### config.mk
export PLATFORM = sky130hd
export DESIGN_NAME = i2cs_slave
export DESIGN_NICKNAME = d
export VERILOG_FILES = /design/src/i2cs_pkg.sv /design/src/i2cs_sub_div.sv /design/src/i2cs_slave.sv
export SDC_FILE = /design/constraint.sdc
export NUM_CORES = 1
export LEC_CHECK = 0
export ABC_AREA = 1
export BUFFER_PORTS_ARGS = -buffer_cell sky130_fd_sc_hd__buf_2
export CAP_MARGIN = 10
export CORE_MARGIN = 10
export CORE_UTILIZATION = 50
export CTS_CLUSTER_SIZE = 16
export DETAILED_ROUTE_END_ITERATION = 7
export HOLD_SLACK_MARGIN = 0.03
export PLACE_DENSITY_LB_ADDON = 0.05
export RECOVER_POWER = 100
export SLEW_MARGIN = 10
export SYNTH_ARGS = -nofsm -noshare
export SYNTH_HDL_FRONTEND = slang
export SYNTH_HIERARCHICAL = 1
export SYNTH_SLANG_ARGS = --single-unit
### constraint.sdc
create_clock -name ref_clk -period 4.7 [get_ports ref_clk]
set_input_delay 0.705 -clock ref_clk [delete_from_list [all_inputs] [get_ports ref_clk]]
set_output_delay 0.705 -clock ref_clk [all_outputs]
set_load 0.1 [all_outputs]
### src/i2cs_pkg.sv
/*
  Constants, register map and state type for the two-wire slave block.
  Assumes a 32-bit APB master and one 100 MHz clock.
*/
`default_nettype none

package i2cs_pkg;

  // ----------------------------------------------------------------
  // Register map
  // ----------------------------------------------------------------
  localparam logic [7:0] OFS_CTRL0   = 8'h00;
  localparam logic [7:0] OFS_CTRL1   = 8'h04;
  localparam logic [7:0] OFS_DATA    = 8'h08;
  localparam logic [7:0] OFS_ADDR    = 8'h0C;
  localparam logic [7:0] OFS_TOCTRL  = 8'h10;

  // ----------------------------------------------------------------
  // Field positions
  // ----------------------------------------------------------------
  localparam int BIT_ENABLE      = 0;
  localparam int BIT_ACK_RX      = 0;
  localparam int BIT_MASTER_READ = 2;
  localparam int BIT_ACK_TO_SEND = 3;
  localparam int BIT_TX_DIR      = 4;
  localparam int BIT_BUSY        = 5;
  localparam int BIT_MATCHED     = 6;
  localparam int BIT_TO_ENABLE   = 7;
  localparam int BIT_TO_FLAG     = 6;

  // ----------------------------------------------------------------
  // Reset values and counts
  // ----------------------------------------------------------------
  localparam logic [7:0] RST_CTRL0   = 8'h00;
  localparam logic [7:0] RST_DATA    = 8'h00;
  localparam logic [6:0] RST_ADDR    = 7'h00;
  localparam logic [5:0] RST_TOSEL   = 6'h00;
  localparam int         SUB_DIV     = 32;
  localparam logic [3:0] ADDR_BITS   = 4'h8;
  localparam logic [3:0] DATA_BITS   = 4'h8;

  typedef enum logic [3:0] {
    ST_IDLE,
    ST_ADDR,
    ST_ADDR_ACK,
    ST_STRETCH,
    ST_RX_BITS,
    ST_RX_ACK,
    ST_TX_BITS,
    ST_TX_ACK,
    ST_IGNORE
  } i2cs_state_type;

endpackage

`default_nettype wire

### src/i2cs_sub_div.sv
/*
  Divider that turns subsidiary clock ticks into one tick per DIV of them.
  Assumes sub_tick is a one-cycle strobe synchronous to ref_clk.
*/
`default_nettype none

module i2cs_sub_div #(
  parameter int DIV = 32
) (
  input  wire logic ref_clk,
  input  wire logic rst,
  input  wire logic clear,
  input  wire logic sub_tick,
  output logic      tick
);

  logic [$clog2(DIV)-1:0] cnt_reg;
  logic [$clog2(DIV)-1:0] cnt_next;

  // ----------------------------------------------------------------
  // Counter
  // ----------------------------------------------------------------
  always_comb begin
    cnt_next = cnt_reg;
    if (clear) begin
      cnt_next = '0;
    end else if (sub_tick) begin
      cnt_next = cnt_reg + 1'b1;
    end
  end

  always_ff @(posedge ref_clk or posedge rst) begin
    if (rst) begin
      cnt_reg <= '0;
    end else begin
      cnt_reg <= cnt_next;
    end
  end

  assign tick = !clear && sub_tick && (cnt_reg == ($clog2(DIV))'(DIV - 1));

endmodule // i2cs_sub_div

`default_nettype wire

### src/i2cs_slave.sv
/*
  Two-wire bus slave with address match, byte transfer, clock stretching
  and bus time-out, reached by software over APB.
  Assumes scl_in, sda_in and sub_tick are synchronous to ref_clk.
*/
`default_nettype none

module i2cs_slave (
  input  wire logic        ref_clk,
  input  wire logic        rst,
  input  wire logic        psel,
  input  wire logic        penable,
  input  wire logic        pwrite,
  input  wire logic [7:0]  paddr,
  input  wire logic [31:0] pwdata,
  output logic [31:0]      prdata,
  output logic             pready,
  output logic             pslverr,
  input  wire logic        scl_in,
  output logic             scl_out,
  output logic             scl_oe_n,
  input  wire logic        sda_in,
  output logic             sda_out,
  output logic             sda_oe_n,
  input  wire logic        sub_tick,
  output logic             bus_irq
);

  i2cs_pkg::i2cs_state_type state_reg, state_next;
  logic [3:0]  bit_cnt_reg, bit_cnt_next;
  logic [7:0]  shift_reg, shift_next;
  logic [7:0]  shift_data_reg, shift_data_next;
  logic [6:0]  own_address_reg, own_address_next;
  logic [7:0]  module_control_reg_0, module_control_next_0;
  logic        ack_received_flag_reg, ack_received_flag_next;
  logic        master_read_flag_reg, master_read_flag_next;
  logic        ack_to_send_reg, ack_to_send_next;
  logic        transmit_direction_reg, transmit_direction_next;
  logic        bus_busy_flag_reg, bus_busy_flag_next;
  logic        address_matched_flag_reg, address_matched_flag_next;
  logic        timeout_enable_reg, timeout_enable_next;
  logic        timeout_flag_reg, timeout_flag_next;
  logic [5:0]  timeout_period_select_reg, timeout_period_select_next;
  logic [6:0]  to_cnt_reg, to_cnt_next;
  logic        to_run_reg, to_run_next;
  logic        scl_q_reg, sda_q_reg;
  logic        irq_reg, irq_next;
  logic [31:0] prdata_reg, prdata_next;
  logic        scl_rise, scl_fall, start_det, stop_det;
  logic        acc, wr, rd, mapped, addr_hit, to_tick, to_expire;
  logic [7:0]  module_control_status_reg_1, bus_timeout_control;

  // ----------------------------------------------------------------
  // Bus condition detection
  // ----------------------------------------------------------------
  assign scl_rise  = !scl_q_reg && scl_in;
  assign scl_fall  = scl_q_reg && !scl_in;
  assign start_det = scl_q_reg && scl_in && sda_q_reg && !sda_in;
  assign stop_det  = scl_q_reg && scl_in && !sda_q_reg && sda_in;
  assign addr_hit  = shift_reg[7:1] == own_address_reg;

  assign acc    = psel && penable;
  assign wr     = acc && pwrite;
  assign rd     = acc && !pwrite;
  assign mapped = paddr == i2cs_pkg::OFS_CTRL0 || paddr == i2cs_pkg::OFS_CTRL1
               || paddr == i2cs_pkg::OFS_DATA || paddr == i2cs_pkg::OFS_ADDR
               || paddr == i2cs_pkg::OFS_TOCTRL;

  assign module_control_status_reg_1 = {1'b0, address_matched_flag_reg, bus_busy_flag_reg,
    transmit_direction_reg, ack_to_send_reg, master_read_flag_reg, 1'b0,
    ack_received_flag_reg};
  assign bus_timeout_control = {timeout_enable_reg, timeout_flag_reg,
    timeout_period_select_reg};

  i2cs_sub_div #(
    .DIV(i2cs_pkg::SUB_DIV)
  ) u_div (
    .ref_clk (ref_clk),
    .rst     (rst),
    .clear   (scl_fall || !to_run_reg),
    .sub_tick(sub_tick),
    .tick    (to_tick)
  );

  assign to_expire = to_run_reg && timeout_enable_reg && to_tick && !scl_fall
    && (to_cnt_reg == {1'b0, timeout_period_select_reg});

  // ----------------------------------------------------------------
  // Bus engine, registers and time-out
  // ----------------------------------------------------------------
  always_comb begin
    state_next = state_reg;
    bit_cnt_next = bit_cnt_reg;
    shift_next = shift_reg;
    shift_data_next = shift_data_reg;
    own_address_next = own_address_reg;
    module_control_next_0 = module_control_reg_0;
    ack_received_flag_next = ack_received_flag_reg;
    master_read_flag_next = master_read_flag_reg;
    ack_to_send_next = ack_to_send_reg;
    transmit_direction_next = transmit_direction_reg;
    bus_busy_flag_next = bus_busy_flag_reg;
    address_matched_flag_next = address_matched_flag_reg;
    timeout_enable_next = timeout_enable_reg;
    timeout_period_select_next = timeout_period_select_reg;
    to_cnt_next = to_cnt_reg;
    to_run_next = to_run_reg;
    irq_next = 1'b0;
    if (wr && paddr == i2cs_pkg::OFS_CTRL0) begin
      module_control_next_0 = pwdata[7:0];
    end
    if (wr && paddr == i2cs_pkg::OFS_ADDR) begin
      own_address_next = pwdata[7:1];
    end
    if (wr && paddr == i2cs_pkg::OFS_CTRL1) begin
      ack_to_send_next = pwdata[i2cs_pkg::BIT_ACK_TO_SEND];
      transmit_direction_next = pwdata[i2cs_pkg::BIT_TX_DIR];
    end
    if (wr && paddr == i2cs_pkg::OFS_DATA) begin
      shift_data_next = pwdata[7:0];
    end
    if (wr && paddr == i2cs_pkg::OFS_TOCTRL) begin
      timeout_enable_next = pwdata[i2cs_pkg::BIT_TO_ENABLE];
      timeout_period_select_next = pwdata[5:0];
    end
    case (state_reg)
      i2cs_pkg::ST_ADDR: begin
        if (scl_rise) begin
          shift_next = {shift_reg[6:0], sda_in};
          bit_cnt_next = bit_cnt_reg + 4'h1;
        end else if (scl_fall && bit_cnt_reg == i2cs_pkg::ADDR_BITS) begin
          if (addr_hit) begin
            address_matched_flag_next = 1'b1;
            master_read_flag_next = shift_reg[0];
            irq_next = 1'b1;
            to_run_next = 1'b1;
            to_cnt_next = '0;
            state_next = i2cs_pkg::ST_ADDR_ACK;
          end else begin
            state_next = i2cs_pkg::ST_IGNORE;
          end
        end
      end
      i2cs_pkg::ST_ADDR_ACK: begin
        if (scl_fall) begin
          state_next = i2cs_pkg::ST_STRETCH;
        end
      end
      i2cs_pkg::ST_STRETCH: begin
        if (wr && paddr == i2cs_pkg::OFS_DATA && transmit_direction_reg) begin
          shift_next = pwdata[7:0];
          bit_cnt_next = '0;
          address_matched_flag_next = 1'b0;
          state_next = i2cs_pkg::ST_TX_BITS;
        end else if (rd && paddr == i2cs_pkg::OFS_DATA && !transmit_direction_reg) begin
          bit_cnt_next = '0;
          address_matched_flag_next = 1'b0;
          state_next = i2cs_pkg::ST_RX_BITS;
        end
      end
      i2cs_pkg::ST_RX_BITS: begin
        if (scl_rise) begin
          shift_next = {shift_reg[6:0], sda_in};
          bit_cnt_next = bit_cnt_reg + 4'h1;
        end else if (scl_fall && bit_cnt_reg == i2cs_pkg::DATA_BITS) begin
          shift_data_next = shift_reg;
          state_next = i2cs_pkg::ST_RX_ACK;
        end
      end
      i2cs_pkg::ST_RX_ACK: begin
        if (scl_fall) begin
          irq_next = 1'b1;
          state_next = i2cs_pkg::ST_STRETCH;
        end
      end
      i2cs_pkg::ST_TX_BITS: begin
        if (scl_fall) begin
          shift_next = {shift_reg[6:0], 1'b0};
          bit_cnt_next = bit_cnt_reg + 4'h1;
          if (bit_cnt_reg == i2cs_pkg::DATA_BITS - 4'h1) begin
            state_next = i2cs_pkg::ST_TX_ACK;
          end
        end
      end
      i2cs_pkg::ST_TX_ACK: begin
        if (scl_rise) begin
          ack_received_flag_next = sda_in;
        end else if (scl_fall) begin
          irq_next = 1'b1;
          state_next = ack_received_flag_reg ? i2cs_pkg::ST_IGNORE : i2cs_pkg::ST_STRETCH;
        end
      end
      default: begin
      end
    endcase
    if (scl_fall) begin
      to_cnt_next = '0;
    end else if (to_tick && to_run_reg && timeout_enable_reg) begin
      to_cnt_next = to_cnt_reg + 7'h01;
    end
    if (start_det) begin
      bus_busy_flag_next = 1'b1;
      bit_cnt_next = '0;
      to_run_next = 1'b0;
      state_next = i2cs_pkg::ST_ADDR;
    end else if (stop_det) begin
      bus_busy_flag_next = 1'b0;
      to_run_next = 1'b0;
      state_next = i2cs_pkg::ST_IDLE;
    end
    if (!module_control_reg_0[i2cs_pkg::BIT_ENABLE]) begin
      state_next = i2cs_pkg::ST_IDLE;
      to_run_next = 1'b0;
    end
    if (to_expire) begin
      to_run_next = 1'b0;
      timeout_enable_next = 1'b0;
      irq_next = 1'b1;
      to_cnt_next = '0;
      // Bus logic and control status reset.
      state_next = i2cs_pkg::ST_IDLE;
      ack_received_flag_next = 1'b0;
      master_read_flag_next = 1'b0;
      ack_to_send_next = 1'b0;
      transmit_direction_next = 1'b0;
      bus_busy_flag_next = 1'b0;
      address_matched_flag_next = 1'b0;
    end
    // Software clear; a new time-out wins.
    timeout_flag_next = to_expire ? 1'b1 : (wr && paddr == i2cs_pkg::OFS_TOCTRL)
      ? pwdata[i2cs_pkg::BIT_TO_FLAG] : timeout_flag_reg;
  end

  always_ff @(posedge ref_clk or posedge rst) begin
    if (rst) begin
      state_reg <= i2cs_pkg::ST_IDLE;
      bit_cnt_reg <= '0;
      shift_reg <= '0;
      shift_data_reg <= i2cs_pkg::RST_DATA;
      own_address_reg <= i2cs_pkg::RST_ADDR;
      module_control_reg_0 <= i2cs_pkg::RST_CTRL0;
      ack_received_flag_reg <= 1'b0;
      master_read_flag_reg <= 1'b0;
      ack_to_send_reg <= 1'b0;
      transmit_direction_reg <= 1'b0;
      bus_busy_flag_reg <= 1'b0;
      address_matched_flag_reg <= 1'b0;
      timeout_enable_reg <= 1'b0;
      timeout_flag_reg <= 1'b0;
      timeout_period_select_reg <= i2cs_pkg::RST_TOSEL;
      to_cnt_reg <= '0;
      to_run_reg <= 1'b0;
      scl_q_reg <= 1'b1;
      sda_q_reg <= 1'b1;
      irq_reg <= 1'b0;
    end else begin
      state_reg <= state_next;
      bit_cnt_reg <= bit_cnt_next;
      shift_reg <= shift_next;
      shift_data_reg <= shift_data_next;
      own_address_reg <= own_address_next;
      module_control_reg_0 <= module_control_next_0;
      ack_received_flag_reg <= ack_received_flag_next;
      master_read_flag_reg <= master_read_flag_next;
      ack_to_send_reg <= ack_to_send_next;
      transmit_direction_reg <= transmit_direction_next;
      bus_busy_flag_reg <= bus_busy_flag_next;
      address_matched_flag_reg <= address_matched_flag_next;
      timeout_enable_reg <= timeout_enable_next;
      timeout_flag_reg <= timeout_flag_next;
      timeout_period_select_reg <= timeout_period_select_next;
      to_cnt_reg <= to_cnt_next;
      to_run_reg <= to_run_next;
      scl_q_reg <= scl_in;
      sda_q_reg <= sda_in;
      irq_reg <= irq_next;
    end
  end

  // ----------------------------------------------------------------
  // APB read data
  // ----------------------------------------------------------------
  always_comb begin
    prdata_next = prdata_reg;
    if (psel && !penable) begin
      case (paddr)
        i2cs_pkg::OFS_CTRL0:  prdata_next = {24'h000000, module_control_reg_0};
        i2cs_pkg::OFS_CTRL1:  prdata_next = {24'h000000, module_control_status_reg_1};
        i2cs_pkg::OFS_DATA:   prdata_next = {24'h000000, shift_data_reg};
        i2cs_pkg::OFS_ADDR:   prdata_next = {24'h000000, own_address_reg, 1'b0};
        i2cs_pkg::OFS_TOCTRL: prdata_next = {24'h000000, bus_timeout_control};
        default:              prdata_next = 32'h00000000;
      endcase
    end
  end

  always_ff @(posedge ref_clk or posedge rst) begin
    if (rst) begin
      prdata_reg <= 32'h00000000;
    end else begin
      prdata_reg <= prdata_next;
    end
  end

  assign prdata  = prdata_reg;
  assign pready  = 1'b1;
  assign pslverr = psel && penable && !mapped;
  assign bus_irq = irq_reg;
  assign scl_out = 1'b0;
  assign sda_out = 1'b0;
  assign scl_oe_n = state_reg != i2cs_pkg::ST_STRETCH;
  // Address ack; data ack; transmitted zero bits.
  assign sda_oe_n = !((state_reg == i2cs_pkg::ST_ADDR_ACK)
    || (state_reg == i2cs_pkg::ST_RX_ACK && !ack_to_send_reg)
    || (state_reg == i2cs_pkg::ST_TX_BITS && !shift_reg[7]));

  logic match_ev;
  assign match_ev = state_reg == i2cs_pkg::ST_ADDR && scl_fall && !start_det && !stop_det
    && bit_cnt_reg == i2cs_pkg::ADDR_BITS && !to_expire
    && module_control_reg_0[i2cs_pkg::BIT_ENABLE];
endmodule // i2cs_slave

`default_nettype wire

==> metrics.txt, run 1 <==
total congestion overflow=0; Clock Path Buffers=2; Setup Skew=0.0120 ns; DR vias=4112; Unique masters post-synth=40; DR vias/cell=5.17; Ys Warns=6; Initial DRC Count=391; arrival time worst endpoint=2.51 ns; synthesized area=4710 µm²; final-report hold violation count=0; Internal Pwr Total=918 µW; PnR Total Power=1400 µW; Post-Synth XOR/XNOR Area=0.00557; Peak VDD IR=0.148 mV; initial antenna violation count=0; grt met1 use=0.270; routed wire length=12.4 mm; ys flop type=dfrtp_1; first-pass GRT wire length=20.0 mm; Critical Path RT=3.99 ns; Die Width=117 µm; post-synth top area share=0.398; vias in the first global route=3802; max_cap viols=1; number of flops mapped to enable cells by yosys=0; largest family of logic cells by synthesized area=simple AND/OR/NAND/NOR gates; Seq pwr share=0.498; met3 usage=0.0275; GRT Overall Usage=0.186; asr flop ratio synth=1.00; mux cell area share after synthesis=0; Setup Buffers After CTS=0; Slew @ Worst Pin=1.49 ns; layer with the highest usage=met2; Die ar.=13700 µm²; Register Area=1930 µm²; setup ws final=1.48 ns; pre-CTS WS=1.92 ns; pwr dens=283 nW/µm²; flop and latch count out of synthesis=77; Num CTS Buffers=9; WHS=0.221 ns; Max Freq=0.311 GHz; Clk pin slew, worst setup/hold paths=0.09 ns; # nets final=733; largest net degree at the start of global routing=39; kind of critical path=primary input to primary output; failing checks=capacitance limit; CTS tree=yes; H-tree depth=3; Port Buffers=35; nature of the critical path startpoint=primary input; area share of fa/ha/maj cells after synthesis=0.0133; num rows=35; Routed Antenna Nets=0; WL/cell=15.5 µm; ratio of cells with drive above 1 in the final layout=0.0891; I/O pin cnt=87; Placer Congestion=0.928; clock share of power=0.337; Logic pwr share=0.165; Pre-antenna DRT Iters=5; setup violators final=0; leakage power=0.00254 µW; DRC Markers=0; switching share of power=0.343; Compound-Gate Fraction of Synth Area=0.142; Commonest cells post-synth=nand2_1, inv_1, dfrtp_1; HP Class=primary input to async pin; leading area contributor after synthesis=dfrtp_1; Rel. slew slack=0.00201; sw power=480 µW; Post-DP HPWL=9.41 mm; Tcrit/Tclk final=0.685; Tmin final=3.22 ns; Clock Sinks=77; Slew Limit Fails=0; antenna cells=0; GR Layer Usage met2=0.277; worst skew pair latency=0.36 ns; Synth area leaders=dfrtp_1, nand2_1, inv_1; Syn Inst Count=644; multi-input logic area=2170 µm²; Syn Area/Cell=7.32 µm²; unrepaired setup endpoints after global routing=no; Critical Path Fanout Max=8; CTS resizes=0; hold_buf cts=0; CP Capture Type=primary output; Initial Util=0.513; root buf cell=clkbuf_8; Core Area=9200 µm²; area grow syn2layout=4.67%; post-synthesis sequential area ratio=0.409; outcome=finished with violations; Die Y-Extent=117 µm; most frequent cell after synthesis=nand2_1; setup TNS=0 ns; Filler Cells Inserted=933; post-synthesis simple-gate area fraction=0.296
[through the flow]
step / instances / utilization / instance area (µm²)
floorplan: 669 / - / 4810
global placement: 780 / 0.529 / 4860
detailed placement: 780 / 0.529 / 4860
CTS: 796 / 0.548 / 5040
global route: 796 / 0.536 / 4930
finish: 796 / 0.536 / 4930
[layout by cell type (no fill, tap or decap), types with 4 or more instances in the layout]
cell type and n:
nand2_1 168, dfrtp_1 75, nor2_1 67, inv_2 4, clkbuf_8 10, nand2_2 6
conb_1 27, a22o_1 5, nand3_1 43, clkbuf_1 16, nor2_2 4, ha_1 5
o22ai_1 13, buf_2 20, nand4_1 6, a21oi_1 17, inv_1 89, o21ai_0 70
nor3_1 8
[layer usage]
layer | vias to the layer above | wire length (µm)
met5 | - | 0
met4 | 0 | 170
met3 | 12 | 716
met2 | 98 | 5500
met1 | 1913 | 5970
li1 | 2089 | -
[worst max-delay path: stages]
cell	delay, ns
buf_2	0.08
nor2_1	0.10
nand3_1	0.11
inv_1	0.05
nand2_1	0.23
inv_1	0.13
a311oi_1	0.22
clkbuf_1	0.89
[final cells by class]
cell class | count | share of cell area
Multi-Input combinational cell | 461 | 0.439
Sequential cell | 77 | 0.391
Inverter | 95 | 0.0725
Timing Repair Buffer | 36 | 0.0332
Clock buffer | 11 | 0.0287
Tap cell | 111 | 0.0282
Clock inverter | 5 | 0.00710
[logic make-up (layout without fill, tap and decap cells)]
kind of cell	count (synthesis)	count (layout)
XOR/XNOR	3	3
flip-flops	77	77
other	2	27
AO/OA/AOI/OAI	115	115
buffers and inverters	131	147
AND/OR/NAND/NOR	311	311
adder cells (fa/ha/maj)	5	5
[power by group through the flow]
stage / Clock (µW) / Sequential [µW] / Combinational [µW]
global placement: 0 / 708 / 233
finish: 471 / 696 / 230
detailed placement: 0 / 709 / 234
global route: 512 / 699 / 246
floorplan: 0 / 742 / 173
CTS: 479 / 696 / 235
[final timing paths]
| path | cells past startpoint | slack, ns | from | end |
|---|---|---|---|---|
| max | 8 | 1.48 | paddr[1] | pslverr |
| min | 2 | 0.22 | rst | u_div/cnt_reg[0] |
| max reg2reg | 14 | 1.79 | scl_q_reg | state_reg[1] |
| min reg2reg | 2 | 0.49 | module_control_reg_0[7] | module_control_reg_0[7] |
| max in group asynchronous | 3 | 2.74 | rst | scl_q_reg |
| min in group ref_clk | 1 | 0.47 | scl_in | scl_q_reg |
Power figures use the tool's default switching activity.
==> run 2: changes to the inputs <==
- clock period: 4.7 -> 2.8 ns (I/O delays scaled with it)
==> run 2 against run 1 <==
Worst setup slack got worse by 1.2 ns. Utilization rose by 0.73 points. The flow now finishes without violations. Highest routed layer unchanged. Non-clock buffer count rose by 4. Sequential cell count did not move. First-iteration DRC count fell by 0.26%. Register-to-register slack got worse by 1.5 ns. Power rose by 66%. Global-route usage rose by 0.22 points. Die area did not move. Combinational power rose by 70%. Clock-buffer cell count did not move.
==> metrics.txt, run 2 (synthesized netlist as in run 1, its figures left out) <==
outcome=finished clean; CTS tree=yes; first-pass GRT wire length=20.3 mm (+1.8%); pwr dens=465 nW/µm² (+64%); Peak VDD IR=0.260 mV (+76%); # nets final=737 (+0.55%); Internal Pwr Total=1520 µW (+66%); switching share of power=0.346 (+0.00250); Initial Util=0.513 (unchanged); largest net degree at the start of global routing=51 (+31%); CP Capture Type=flip-flop; Post-DP HPWL=9.59 mm (+1.9%); num rows=35 (unchanged); clock share of power=0.328 (-0.009); area grow syn2layout=6.11%; met3 usage=0.0311 (+0.00357); Die ar.=13700 µm² (unchanged); arrival time worst endpoint=2.73 ns (+0.22 ns); Clock Path Buffers=2 (unchanged); worst skew pair latency=0.35 ns (about the same); Core Area=9200 µm² (unchanged); WHS=0.195 ns (-0.0260 ns); pre-CTS WS=0.374 ns (-1.55 ns); Critical Path RT=3.04 ns (-0.95 ns); Clk pin slew, worst setup/hold paths=0.09 ns (about the same); setup TNS=0 ns (unchanged); GRT Overall Usage=0.188 (+0.00220); HP Class=primary input to flip-flop; Tmin final=2.49 ns; Critical Path Fanout Max=5 (-3); Initial DRC Count=390 (-0.26%); Placer Congestion=0.931 (+0.29%); ratio of cells with drive above 1 in the final layout=0.104 (+0.0154); Tcrit/Tclk final=0.890; Slew @ Worst Pin=1.39 ns (-0.0911 ns); CTS resizes=0 (unchanged); DR vias/cell=5.24 (+1.5%); Routed Antenna Nets=0 (unchanged); routed wire length=12.4 mm (+0.69%); kind of critical path=flip-flop to flip-flop; DR vias=4195 (+2.0%); PnR Total Power=2330 µW (+66%); commonest non-fill, non-tap cell in the layout=nand2_1; leakage power=0.00257 µW (+1.3%); Slew Limit Fails=0 (unchanged); I/O pin cnt=87 (unchanged); Setup Skew=0.0177 ns (+0.00568 ns); nature of the critical path startpoint=flip-flop; max_cap viols=0 (-1); Die Width=117 µm (unchanged); final-report hold violation count=0 (unchanged); Clock Sinks=77 (unchanged); setup ws final=0.307 ns (-1.17 ns); Rel. slew slack=0.0632 (+0.0612); Pre-antenna DRT Iters=5 (unchanged); Setup Buffers After CTS=0 (unchanged); Port Buffers=35 (unchanged); vias in the first global route=4065 (+6.9%); unrepaired setup endpoints after global routing=no; total congestion overflow=0 (unchanged); Die Y-Extent=117 µm (unchanged); H-tree depth=3 (unchanged); root buf cell=clkbuf_8; most frequent cells in the layout=nand2_1, inv_1, dfrtp_1; antenna cells=0 (unchanged); Seq pwr share=0.503 (+0.005); final core utilization=0.544 (+0.00735); Filler Cells Inserted=914 (-2.0%); Max Freq=0.401 GHz; WL/cell=15.6 µm (+0.18%); Num CTS Buffers=9 (unchanged); hold_buf cts=1 (+1); sw power=804 µW (+68%); GR Layer Usage met2=0.295 (+0.0187); DRC Markers=0 (unchanged); grt met1 use=0.258 (-0.0117); initial antenna violation count=0 (unchanged); Logic pwr share=0.169 (+0.004); layer with the highest usage=met2; setup violators final=0 (unchanged)
==> run 2: changes by cell type in the layout (fill, tap and decap cells not counted), moves of 2 or more <==
cell,change
nand2_1,-2
o21ai_0,-2
clkbuf_2,+3
o21ai_2,+2
nor2_1,-3
nor2_4,+2
==> run 2: routing by layer <==
metal | share of wire | up-vias
li1 | - | 2099
met1 | 0.47 | 1952
met2 | 0.45 | 131
met3 | 0.065 | 13
met4 | 0.013 | 0
met5 | 0 | -
==> run 2: worst paths after layout <==
path                                               from                      end  slack [ns]  depth (start not counted)
max in group asynchronous                           rst             shift_reg[7]        0.68                          4
worst min register to register  module_control_reg_0[7]  module_control_reg_0[7]        0.49                          2
worst min-delay path                             scl_in                scl_q_reg        0.20                          1
worst max register to register         u_div/cnt_reg[0]             state_reg[2]        0.31                         14
min in group asynchronous                           rst         u_div/cnt_reg[0]        0.50                          3
worst max-delay path                   u_div/cnt_reg[0]             state_reg[2]        0.31                         14
==> run 2: layout make-up <==
type	instances	area, µm²	share of cell area
multi-input combinational	461	2210	0.443
sequential	77	1930	0.386
inverter	95	358	0.0716
timing repair buffer	40	195	0.0390
tap	111	139	0.0278
clock buffer	11	131	0.0263
clock inverter	5	35.0	0.00701
==> run 2: through the flow <==
step / instance area (µm²) / std cells
final: 5000 / 800
after global routing: 5000 / 800
after CTS: 5080 / 800
after detailed placement: 4900 / 783
after global placement: 4900 / 783
after floorplan: 4810 / 669
==> run 2: power by group through the flow <==
stage | Clock, µW | Sequential [µW] | Combinational (µW)
global placement | 0 | 1190 | 397
CTS | 774 | 1170 | 402
detailed placement | 0 | 1190 | 400
finish | 764 | 1170 | 392
global route | 825 | 1170 | 419
floorplan | 0 | 1250 | 292
==> run 2: worst max-delay path, stage by stage, from the launching register on <==
cell and delay [ns]:
dfrtp_1 0.41, ha_1 0.21, and3_1 0.17, ha_1 0.14, inv_1 0.04, nor2_1 0.09
nand3_1 0.15, nor2_4 0.21, nand3_2 0.14, nor2_4 0.20, inv_1 0.11, nand2_1 0.20
nand2_1 0.17, nand2_1 0.10, nand2_1 0.05
